==> src/rtl/pwm_single_consts.vh <==
/*
  constants for the single 8-bit pwm block: register byte offsets, control field
  positions, reset values and interrupt bit layout. assumes byte addresses on a
  32-bit axi4-lite bus, one aligned word per register.
*/
`ifndef PWM_SINGLE_CONSTS_VH
`define PWM_SINGLE_CONSTS_VH

`define OFS_CONTROL 8'h00
`define OFS_PERIOD 8'h04
`define OFS_DUTY 8'h08
`define OFS_COUNT 8'h0C
`define OFS_IRQ_STATUS 8'h10
`define OFS_IRQ_MASK 8'h14

`define BIT_MODULE_ON 7
`define BIT_IRQ_ENABLE 6
`define BIT_OVF_FLAG 5
`define BIT_PIN_DRIVE 4
`define BIT_POLARITY 3
`define PRESCALE_HI 2
`define PRESCALE_LO 0

`define RST_CONTROL 8'h00
`define RST_PERIOD 8'h00
`define RST_DUTY 8'h00
`define RST_IRQ_MASK 1'b0
`define COUNT_RESTART 8'h01

`define AXI_RESP_OKAY 2'b00
`define AXI_RESP_SLVERR 2'b10

`endif

==> src/rtl/single_8bit_pwm_control.v <==
/*
  single-channel 8-bit pwm with control, period and duty registers behind an
  axi4-lite slave, sticky overflow interrupt with mask, and a pad output.
  assumes one clock aclk, synchronous active-low aresetn, and a master that
  follows axi4-lite handshakes; pwm_out goes straight to the port pad logic.
*/
// Chosen here: the address map and register access over AXI4-Lite.
`timescale 1ns/1ps
`include "pwm_single_consts.vh"

module single_8bit_pwm_control #(
  parameter WIDTH = 8
) (
  input wire aclk,
  input wire aresetn,
  input wire [7:0] s_axi_awaddr,
  input wire s_axi_awvalid,
  output wire s_axi_awready,
  input wire [31:0] s_axi_wdata,
  input wire [3:0] s_axi_wstrb,
  input wire s_axi_wvalid,
  output wire s_axi_wready,
  output reg [1:0] s_axi_bresp,
  output reg s_axi_bvalid,
  input wire s_axi_bready,
  input wire [7:0] s_axi_araddr,
  input wire s_axi_arvalid,
  output wire s_axi_arready,
  output reg [31:0] s_axi_rdata,
  output reg [1:0] s_axi_rresp,
  output reg s_axi_rvalid,
  input wire s_axi_rready,
  output reg pwm_out,
  output reg pwm_out_en,
  output wire irq
);

  reg module_on_r;
  reg overflow_irq_enable_r;
  reg overflow_flag_r;
  reg pin_drive_enable_r;
  reg polarity_select_r;
  reg [2:0] prescale_select_r;
  reg [WIDTH-1:0] period_value_r;
  reg [WIDTH-1:0] duty_value_r;
  reg [WIDTH-1:0] count_r;
  reg [6:0] prediv_r;
  reg irq_status_r;
  reg irq_mask_r;
  reg [7:0] aw_addr_r;
  reg aw_full_r;
  reg [31:0] w_data_r;
  reg [3:0] w_strb_r;
  reg w_full_r;

  wire tick;
  wire ovf_event;
  wire active;
  wire wr_go;
  wire wr_ctrl;
  wire rd_go;
  wire [7:0] ctrl_byte;

  localparam [7:0] RST_CTRL = `RST_CONTROL;

  // mask of the low sel divider bits that must all be ones for a tick
  function [6:0] prescale_mask;
    input [2:0] sel;
    begin
      prescale_mask = (7'h01 << sel) - 7'h01;
    end
  endfunction

  function mapped;
    input [7:0] addr;
    begin
      mapped = (addr == `OFS_CONTROL) || (addr == `OFS_PERIOD) || (addr == `OFS_DUTY) ||
               (addr == `OFS_COUNT) || (addr == `OFS_IRQ_STATUS) ||
               (addr == `OFS_IRQ_MASK);
    end
  endfunction

  // the divider free-runs while on, so a new prescale is used on the very next compare
  assign tick = module_on_r &&
                ((prediv_r & prescale_mask(prescale_select_r)) == prescale_mask(prescale_select_r));

  // count at or past the period on a tick: wrap to 1 and flag
  assign ovf_event = tick && (count_r >= period_value_r);

  // duty of zero never active; period at or below duty keeps the whole period active
  assign active = (duty_value_r != {WIDTH{1'b0}}) &&
                  ((period_value_r <= duty_value_r) || (count_r <= duty_value_r));

  assign ctrl_byte = {module_on_r, overflow_irq_enable_r, overflow_flag_r, pin_drive_enable_r,
                      polarity_select_r, prescale_select_r};

  // write address and data are taken independently; a full slot blocks its channel
  assign s_axi_awready = !aw_full_r;
  assign s_axi_wready = !w_full_r;
  assign wr_go = aw_full_r && w_full_r && !s_axi_bvalid;
  assign wr_ctrl = wr_go && (aw_addr_r == `OFS_CONTROL) && w_strb_r[0];
  assign s_axi_arready = !s_axi_rvalid;
  assign rd_go = s_axi_arvalid && !s_axi_rvalid;

  assign irq = (irq_status_r && irq_mask_r) || (overflow_flag_r && overflow_irq_enable_r);

  always @(posedge aclk) begin
    if (!aresetn) begin
      aw_full_r <= 1'b0;
      aw_addr_r <= 8'h00;
      w_full_r <= 1'b0;
      w_data_r <= 32'h00000000;
      w_strb_r <= 4'h0;
      s_axi_bvalid <= 1'b0;
      s_axi_bresp <= `AXI_RESP_OKAY;
    end else begin
      if (s_axi_awvalid && !aw_full_r) begin
        aw_full_r <= 1'b1;
        aw_addr_r <= s_axi_awaddr;
      end
      if (s_axi_wvalid && !w_full_r) begin
        w_full_r <= 1'b1;
        w_data_r <= s_axi_wdata;
        w_strb_r <= s_axi_wstrb;
      end
      if (wr_go) begin
        aw_full_r <= 1'b0;
        w_full_r <= 1'b0;
        s_axi_bvalid <= 1'b1;
        s_axi_bresp <= mapped(aw_addr_r) ? `AXI_RESP_OKAY : `AXI_RESP_SLVERR;
      end else if (s_axi_bvalid && s_axi_bready) begin
        s_axi_bvalid <= 1'b0;
      end
    end
  end

  always @(posedge aclk) begin
    if (!aresetn) begin
      module_on_r <= RST_CTRL[`BIT_MODULE_ON];
      overflow_irq_enable_r <= RST_CTRL[`BIT_IRQ_ENABLE];
      pin_drive_enable_r <= RST_CTRL[`BIT_PIN_DRIVE];
      polarity_select_r <= RST_CTRL[`BIT_POLARITY];
      prescale_select_r <= RST_CTRL[`PRESCALE_HI:`PRESCALE_LO];
      period_value_r <= `RST_PERIOD;
      duty_value_r <= `RST_DUTY;
      irq_mask_r <= `RST_IRQ_MASK;
    end else if (wr_go && w_strb_r[0]) begin
      if (aw_addr_r == `OFS_CONTROL) begin
        module_on_r <= w_data_r[`BIT_MODULE_ON];
        overflow_irq_enable_r <= w_data_r[`BIT_IRQ_ENABLE];
        pin_drive_enable_r <= w_data_r[`BIT_PIN_DRIVE];
        polarity_select_r <= w_data_r[`BIT_POLARITY];
        prescale_select_r <= w_data_r[`PRESCALE_HI:`PRESCALE_LO];
      end
      if (aw_addr_r == `OFS_PERIOD)
        period_value_r <= w_data_r[WIDTH-1:0];
      if (aw_addr_r == `OFS_DUTY)
        duty_value_r <= w_data_r[WIDTH-1:0];
      if (aw_addr_r == `OFS_IRQ_MASK)
        irq_mask_r <= w_data_r[0];
    end
  end

  // counter and divider; turning on (off to on write) restarts both
  always @(posedge aclk) begin
    if (!aresetn) begin
      count_r <= `COUNT_RESTART;
      prediv_r <= 7'h00;
    end else if (wr_ctrl && w_data_r[`BIT_MODULE_ON] && !module_on_r) begin
      count_r <= `COUNT_RESTART;
      prediv_r <= 7'h00;
    end else if (!module_on_r) begin
      prediv_r <= 7'h00;
    end else begin
      prediv_r <= prediv_r + 7'h01;
      if (ovf_event)
        count_r <= `COUNT_RESTART;
      else if (tick)
        count_r <= count_r + {{(WIDTH-1){1'b0}}, 1'b1};
    end
  end

  // hardware only sets; software clears the overflow flag by writing 0, the irq status by writing 1; a set in the same cycle wins
  always @(posedge aclk) begin
    if (!aresetn) begin
      overflow_flag_r <= 1'b0;
      irq_status_r <= 1'b0;
    end else begin
      if (ovf_event)
        overflow_flag_r <= 1'b1;
      else if (wr_ctrl && !w_data_r[`BIT_OVF_FLAG])
        overflow_flag_r <= 1'b0;
      if (ovf_event)
        irq_status_r <= 1'b1;
      else if (wr_go && w_strb_r[0] && (aw_addr_r == `OFS_IRQ_STATUS) && w_data_r[0])
        irq_status_r <= 1'b0;
    end
  end

  // output registered one cycle after its cause; polarity and enable apply on that edge
  always @(posedge aclk) begin
    if (!aresetn) begin
      pwm_out <= 1'b0;
      pwm_out_en <= 1'b0;
    end else begin
      pwm_out_en <= module_on_r && pin_drive_enable_r;
      if (module_on_r && pin_drive_enable_r)
        pwm_out <= active ^ polarity_select_r;
      else
        pwm_out <= 1'b0;
    end
  end

  always @(posedge aclk) begin
    if (!aresetn) begin
      s_axi_rvalid <= 1'b0;
      s_axi_rdata <= 32'h00000000;
      s_axi_rresp <= `AXI_RESP_OKAY;
    end else if (rd_go) begin
      s_axi_rvalid <= 1'b1;
      s_axi_rresp <= mapped(s_axi_araddr) ? `AXI_RESP_OKAY : `AXI_RESP_SLVERR;
      case (s_axi_araddr)
        `OFS_CONTROL: s_axi_rdata <= {24'h000000, ctrl_byte};
        `OFS_PERIOD: s_axi_rdata <= {24'h000000, period_value_r};
        `OFS_DUTY: s_axi_rdata <= {24'h000000, duty_value_r};
        `OFS_COUNT: s_axi_rdata <= {24'h000000, count_r};
        `OFS_IRQ_STATUS: s_axi_rdata <= {31'h00000000, irq_status_r};
        `OFS_IRQ_MASK: s_axi_rdata <= {31'h00000000, irq_mask_r};
        default: s_axi_rdata <= 32'h00000000;
      endcase
    end else if (s_axi_rvalid && s_axi_rready) begin
      s_axi_rvalid <= 1'b0;
    end
  end

endmodule // single_8bit_pwm_control

==> config.mk <==
export PLATFORM = sky130hd
export DESIGN_NAME = single_8bit_pwm_control
export DESIGN_NICKNAME = d
export VERILOG_FILES = /design/src/rtl/single_8bit_pwm_control.v
export VERILOG_INCLUDE_DIRS = /design/src /design/src/rtl
export SDC_FILE = /design/constraint.sdc
export NUM_CORES = 1
export LEC_CHECK = 0
export BUFFER_PORTS_ARGS = -buffer_cell sky130_fd_sc_hd__buf_2
export CAP_MARGIN = 20
export CORE_MARGIN = 3
export CORE_UTILIZATION = 58
export DETAILED_ROUTE_END_ITERATION = 8
export GPL_TIMING_DRIVEN = 1
export PLACE_DENSITY = 0.86
export SLEW_MARGIN = 40
export SYNTH_ARGS = -nofsm -noshare
export SYNTH_HDL_FRONTEND = slang
export SYNTH_SLANG_ARGS = --single-unit
==> constraint.sdc <==
create_clock -name aclk -period 4.93 [get_ports aclk]
set_clock_uncertainty 0.2 [all_clocks]
set_input_delay 0.986 -clock aclk [delete_from_list [all_inputs] [get_ports aclk]]
set_output_delay 0.986 -clock aclk [all_outputs]
set_load 0.005 [all_outputs]
==> results.py, run 1 <==
metrics = {
    "run_status": {
        "status": "completed",
    },
    "final_layout": {
        "num-fill-cells": 587,
        "post_layout_nonfiller_instances": 621,
        "final_common_cell": "sky130_fd_sc_hd__dfxtp_1",
        "layout_common_cells": "sky130_fd_sc_hd__dfxtp_1, sky130_fd_sc_hd__nand2_1, sky130_fd_sc_hd__buf_2",
        "area_growth_pct": 8.194,
        "drive_gt1_share_pct": 15.05,
        "nNetsFinal": 606,
        "n_antenna_cell": 0,
        "area_used_by_multi_input_combinational_logic_sq_mm": 0.002345,
        "register_area_sq_mm": 0.001481,
        "post_route_core_utilization_pct": 65.29,
    },
    "drt": {
        "drt-pass1-iter-count": 5,
        "routed_via_density": 5.446,
        "detail_route.wirelength_mm": 9.211,
        "detail_route.iter0.violations": 299,
        "route.antenna.remaining_nets": 0,
        "vias": 3382,
        "avgRoutedWirePerCell_microns": 14.83,
        "drt_drc_violations_left": 0,
    },
    "run": {
        "timing.max_cap.violations": 0,
    },
    "floorplanning": {
        "initial_core_util_pct": 60.35,
        "floorplan.die.height_microns": 90.31,
        "floorplan.die_area_sq_mm": 0.008156,
        "area_of_the_core_sq_mm": 0.006832,
        "die_w_microns": 90.31,
        "floorplan.io_pins": 103,
        "fp-row-count": 30,
    },
    "worst_hold_path": {
        "whs_endpoint": "s_axi_rdata[5]",
        "hold_path_depth": 2,
        "min-delay-start": "s_axi_rdata[5]",
        "holdCritPathClass": "reg -> reg",
    },
    "pwr": {
        "worst_ir_drop_vdd_mv": 0.2363,
        "swShare_pct": 26.62,
        "combinational_group_share_of_total_power_pct": 6.9,
        "p_sw_mw": 0.3013,
        "cellInternalPower_mw": 0.8307,
        "power.static_leakage_nw": 1.849,
        "p_clk_share_pct": 38.2,
        "total_power_per_unit_cell_area_mw_per_mm2": 253.8,
        "design_power_total_mw": 1.132,
        "seq_power_share_pct": 55.0,
    },
    "sta": {
        "max_slew.worst_pin.slew_ns": 0.7353,
        "final.min_clock_period_ns": 2.893,
        "grt_setup_unrepaired": "no",
        "max_freq_mhz": 345.6,
        "timing.final.crit_share_pct": 58.68,
        "relSlewSlack_pct": 50.98,
        "finalWorstSetupSlack_ns": 2.037,
        "number_of_endpoints_failing_setup_at_the_final_stage": 0,
        "slew_viol_final": 0,
        "timing.setup.tns_ns": 0,
        "report.final.hold_viol_count": 0,
    },
    "synthesis": {
        "syn-instance-count": 480,
        "synth-seq-area-share_pct": 35.93,
        "netlist_area_sq_mm": 0.004123,
        "synth-edff-count": 0,
        "synth.yosys.warnings": 0,
        "ys_seq_elements": 74,
        "synthArstFlopShare_pct": 0,
        "synthesis.area_per_instance_sq_um": 8.589,
        "synth_top_cell_by_area": "sky130_fd_sc_hd__dfxtp_1",
        "synth.top_cell.area_share_pct": 35.93,
        "predominant_post_synthesis_flop_cell": "sky130_fd_sc_hd__dfxtp_1",
        "synth.distinct_cells": 56,
        "ys_top_cells_by_area": "sky130_fd_sc_hd__dfxtp_1, sky130_fd_sc_hd__ha_1, sky130_fd_sc_hd__mux2i_1",
    },
    "clocking": {
        "cts_max_level": 3,
        "cts_setup_buffers": 0,
        "clk_pin_slew_worst_paths_ns": 0.09,
        "cts_root_buffer": "sky130_fd_sc_hd__clkbuf_8",
        "ctsLongestPathBuffers": 2,
        "cts_hold_repair.buffers": 0,
        "clock-sinks": 74,
        "cts_repair_resize_count": 0,
        "tritoncts": "built",
        "clk-insertion-delay-late_ns": 0.35,
        "cts_buffers": 9,
    },
    "placed_design": {
        "hpwlAfterDp_mm": 6.793,
        "gp_congestion": 0.9016,
        "numPlacedInstances": 605,
        "pre_cts_slack_ns": 2.075,
        "port_buffers": 49,
    },
    "setup_path": {
        "regToRegEndpoint": "count_r[7]",
        "worst-endpoint-required_ns": 4.96,
        "r2r_start": "prescale_select_r[0]",
        "cp-end-kind": "flip-flop",
        "r2r_setup_slack_ns": 2.04,
        "path_max_fanout": 10,
        "worst_ep_arrival_time_ns": 2.92,
        "depth_of_the_worst_register_to_register_path": 8,
        "worst-setup-path-type": "reg -> reg",
        "worstSetupStartpointType": "flip-flop",
    },
    "grt": {
        "grt.total_usage_pct": 23.19,
        "overflow": 0,
        "grt_pass1_wl_mm": 15.42,
        "antenna_violations_before_repair": 0,
        "first_global_vias": 3281,
        "grt_max_degree": 56,
    },
}
## per-stage QoR
step	instance area (sq um)	hold slack (ns)
detailed placement	4283	0.2384
floorplan	4217	0.2487
global route	4461	0.2884
global placement	4283	0.2417
CTS	4458	0.2586
finish	4461	0.2559
## sequential cells by signal, summed over array words and instances, names as in the netlist, 3 cells and up
name	flops
aw_addr_r	8
prediv_r	7
prescale_select_r	3
s_axi_rdata	8
period_value_r	8
duty_value_r	8
count_r	8
w_data_r	8
## synthesized netlist by cell type (all sizes together), types with 3 or more instances
cell type and n:
a21o 3, nor2b 35, xnor2 6, nand2 50, nor4 5, dfxtp 74
buf 34, inv 25, mux2i 32, a21oi 19, and2 3, nand4 7
nand3b 3, a22oi 7, nand3 14, o21ai 27, nor2 32, clkbuf 11
nor3 7, ha 27, xor2 4, and3 4, nand2b 5, a31oi 3
a21boi 14
## final cells by class
type                       instances  area share [%]
multi-input combinational        361           52.57
sequential                        74           33.21
timing repair buffer              49           5.498
clock buffer                       9           2.777
tap                               96           2.693
inverter                          25           2.104
clock inverter                     7           1.150
## worst max-delay path by stage
stage | startpoint | to | slack [ns]
2_1_floorplan | prescale_select_r[0] | count_r[1] | 2.33
3_3_place_gp | prescale_select_r[0] | count_r[1] | 2.17
3_5_place_dp | s_axi_araddr[7] | s_axi_rdata[3] | 2.07
4_1_cts | prescale_select_r[0] | count_r[7] | 2.04
5_1_grt | prescale_select_r[0] | count_r[7] | 1.82
6_report | prescale_select_r[0] | count_r[7] | 2.04
## metal layers
metal  up-vias  GRT usage, %  wire length, microns
met5         -             0                     0
met4         0         9.566                   182
met3        22         5.750                   602
met2       124         39.08                  4413
met1      1548         28.28                  4012
li1       1688             -                     -
## cells by family (layout without fill, tap and decap cells)
kind of cell	Yosys count	count (layout)	share of synthesized area, %
AO/OA/AOI/OAI	89	89	13.96
XOR/XNOR	10	10	2.124
adder cells (fa/ha/maj)	27	27	8.194
buffers and inverters	70	90	9.530
flip-flops	74	74	35.93
multiplexers	32	32	7.769
other	1	26	0.09096
AND/OR/NAND/NOR	177	177	22.40
## power groups by stage
stage	Combinational [mW]	Clock (mW)	Sequential (mW)
2_1_floorplan	0.0681	0	0.633
3_3_place_gp	0.0738	0	0.635
3_5_place_dp	0.0761	0	0.636
4_1_cts	0.0771	0.438	0.622
5_1_grt	0.0879	0.460	0.624
6_report	0.0780	0.432	0.622
## worst max-delay path, cell delays in order, from the launching register on
cell	delay, ns
sky130_fd_sc_hd__dfxtp_1	0.44
sky130_fd_sc_hd__or3_1	0.42
sky130_fd_sc_hd__ha_1	0.26
sky130_fd_sc_hd__and2_0	0.16
sky130_fd_sc_hd__o21ai_0	0.15
sky130_fd_sc_hd__a21oi_1	0.19
sky130_fd_sc_hd__or3_2	0.53
sky130_fd_sc_hd__o21ai_2	0.32
sky130_fd_sc_hd__nor2_1	0.09
Note: power is estimated with default switching activity, not from simulation.
==> inputs of run 2 (changes only) <==
- ABC_AREA: not set -> 1
- CORE_UTILIZATION: 58 -> 49
- PLACE_DENSITY: 0.86 -> 0.77
- clock period: 4.93 -> 2.4 ns (I/O delays scaled with it)
==> run 2 against run 1 <==
Compared with the run above:
- combinational power rose to 2.5 times the previous value
- critical path type unchanged
- routed wire length up 9.8%
- cell area up 4.2%
- sequential share of layout area down 1.3 points
==> results.py, run 2 <==
metrics = {
    "run_status": {
        "status": "completed",
    },
    "drt": {
        "avgRoutedWirePerCell_microns": 13.45,
        "drt_drc_violations_left": 0,
        "detail_route.iter0.violations": 268,
        "drt-pass1-iter-count": 5,
        "route.antenna.remaining_nets": 0,
        "vias": 3912,
        "routed_via_density": 5.202,
        "detail_route.wirelength_mm": 10.12,
    },
    "run": {
        "timing.max_cap.violations": 0,
    },
    "synthesis": {
        "post-synth-top-count-cell": "sky130_fd_sc_hd__nand2_1",
        "ys_top_cells_by_area": "sky130_fd_sc_hd__dfxtp_1, sky130_fd_sc_hd__nand2_1, sky130_fd_sc_hd__ha_1",
        "synthArstFlopShare_pct": 0,
        "synth_top_cells_by_count": "sky130_fd_sc_hd__nand2_1, sky130_fd_sc_hd__inv_1, sky130_fd_sc_hd__dfxtp_1",
        "ys_seq_elements": 74,
        "synth-edff-count": 0,
        "synth.yosys.warnings": 0,
        "synth-seq-area-share_pct": 35.40,
        "syn-instance-count": 586,
        "synth_top_cell_by_area": "sky130_fd_sc_hd__dfxtp_1",
        "predominant_post_synthesis_flop_cell": "sky130_fd_sc_hd__dfxtp_1",
        "netlist_area_sq_mm": 0.004185,
        "synthesis.area_per_instance_sq_um": 7.142,
        "synth.top_cell.area_share_pct": 35.40,
        "synth.distinct_cells": 39,
    },
    "placed_design": {
        "hpwlAfterDp_mm": 8.051,
        "port_buffers": 49,
        "gp_congestion": 0.9300,
    },
    "sta": {
        "number_of_endpoints_failing_setup_at_the_final_stage": 0,
        "timing.setup.tns_ns": 0,
        "final.min_clock_period_ns": 2.100,
        "report.final.hold_viol_count": 0,
        "slew_viol_final": 0,
        "timing.final.crit_share_pct": 87.51,
        "grt_setup_unrepaired": "no",
        "max_slew.worst_pin.slew_ns": 0.6295,
        "max_freq_mhz": 476.1,
        "relSlewSlack_pct": 57.81,
    },
    "setup_path": {
        "worst_ep_arrival_time_ns": 2.14,
        "worst-setup-path-type": "reg -> reg",
        "r2r_start": "prescale_select_r[1]",
        "regToRegEndpoint": "count_r[1]",
        "r2r_setup_slack_ns": 0.30,
        "cp-end-kind": "flip-flop",
        "path_max_fanout": 9,
        "worstSetupStartpointType": "flip-flop",
        "depth_of_the_worst_register_to_register_path": 11,
        "worst-endpoint-required_ns": 2.44,
    },
    "clocking": {
        "clk_pin_slew_worst_paths_ns": 0.08,
        "cts_buffers": 9,
        "clock-sinks": 74,
        "tritoncts": "built",
        "ctsLongestPathBuffers": 2,
        "clk-insertion-delay-late_ns": 0.34,
        "cts_setup_buffers": 0,
        "cts_root_buffer": "sky130_fd_sc_hd__clkbuf_8",
        "cts_max_level": 3,
        "cts_repair_resize_count": 0,
        "cts_hold_repair.buffers": 0,
    },
    "final_layout": {
        "area_growth_pct": 11.09,
        "n_antenna_cell": 0,
        "post_route_core_utilization_pct": 56.30,
        "drive_gt1_share_pct": 15.46,
        "nNetsFinal": 728,
        "final_common_cell": "sky130_fd_sc_hd__nand2_1",
        "layout_common_cells": "sky130_fd_sc_hd__nand2_1, sky130_fd_sc_hd__inv_1, sky130_fd_sc_hd__dfxtp_1",
    },
    "floorplanning": {
        "floorplan.io_pins": 103,
        "fp-row-count": 33,
        "area_of_the_core_sq_mm": 0.008258,
        "floorplan.die.height_microns": 98.42,
        "floorplan.die_area_sq_mm": 0.009687,
        "initial_core_util_pct": 50.68,
        "die_w_microns": 98.42,
    },
    "grt": {
        "overflow": 0,
        "first_global_vias": 3507,
        "grt.total_usage_pct": 21.10,
        "antenna_violations_before_repair": 0,
        "grt_max_degree": 25,
        "grt_pass1_wl_mm": 16.50,
    },
    "worst_hold_path": {
        "min-delay-start": "s_axi_awaddr[4]",
        "hold_path_depth": 3,
        "holdCritPathClass": "in -> reg",
        "whs_endpoint": "aw_addr_r[4]",
    },
    "pwr": {
        "total_power_per_unit_cell_area_mw_per_mm2": 505.3,
        "worst_ir_drop_vdd_mv": 0.2470,
        "design_power_total_mw": 2.350,
        "power.static_leakage_nw": 2.134,
    },
}
run 2: kinds of logic after synthesis:
logic type / share of synthesized area [%]
buffers and inverters: 13.84
xor gates and xnor gates: 0.6279
and+or+nand+nor: 23.47
other: 0.08960
adders and majority gates: 8.072
DFF: 35.40
AOI/OAI and AO/OA: 18.51
run 2: worst max-delay path, cell delays in order (launching register included):
cell,delay (ns)
sky130_fd_sc_hd__dfxtp_1,0.39
sky130_fd_sc_hd__nor2_2,0.15
sky130_fd_sc_hd__nand2_1,0.08
sky130_fd_sc_hd__ha_1,0.25
sky130_fd_sc_hd__o21ai_0,0.18
sky130_fd_sc_hd__o21ai_1,0.09
sky130_fd_sc_hd__nand2_1,0.12
sky130_fd_sc_hd__nand3_4,0.15
sky130_fd_sc_hd__inv_4,0.14
sky130_fd_sc_hd__o21ai_4,0.11
sky130_fd_sc_hd__nand2_4,0.10
sky130_fd_sc_hd__nor2_1,0.04
run 2: how the worst max path moves through the flow:
stage                         startpoint             end  slack [ns]  cells past startpoint
floorplan           prescale_select_r[1]      count_r[1]        0.53                     11
global placement         s_axi_araddr[1]  s_axi_rdata[3]        0.34                      8
detailed placement       s_axi_araddr[1]  s_axi_rdata[1]        0.30                      8
CTS                 prescale_select_r[1]      count_r[2]        0.30                     11
global route        prescale_select_r[1]      count_r[2]        0.09                     11
finish              prescale_select_r[1]      count_r[1]        0.30                     11
run 2: metal layers:
metal / part of all wire (%) / global-route usage [%] / up-vias
li1: - / - / 1979
met5: 0 / 0 / -
met2: 45 / 33.33 / 141
met3: 7.0 / 3.892 / 19
met1: 46 / 28.67 / 1773
met4: 2.4 / 8.298 / 0
run 2: final cells by class:
| class | instances | area, sq um |
|---|---|---|
| fillers | 768 | 3608 |
| multi-input cells | 412 | 2218 |
| flip-flops and latches | 74 | 1481 |
| inverters | 86 | 325.3 |
| repair buffers | 59 | 320.3 |
| clock buffers | 12 | 145.1 |
| well taps | 105 | 131.4 |
| clock inverters | 4 | 27.53 |
run 2: power breakdown:
part           internal, mW  switching, mW  total (mW)
combinational        0.0673          0.131       0.198
clock                 0.403          0.466       0.868
sequential             1.26         0.0232        1.28
total                  1.73          0.619        2.35
run 2: per-stage QoR:
step	setup WS [ns]	hold WS, ns	instance area [sq um]	cells
after floorplan	0.5305	0.2218	4279	611
after global placement	0.3408	0.2388	4477	736
after detailed placement	0.2980	0.2464	4477	736
after CTS	0.2972	0.1501	4649	752
after global routing	0.09424	0.1541	4649	752
final	0.2997	0.1598	4649	752
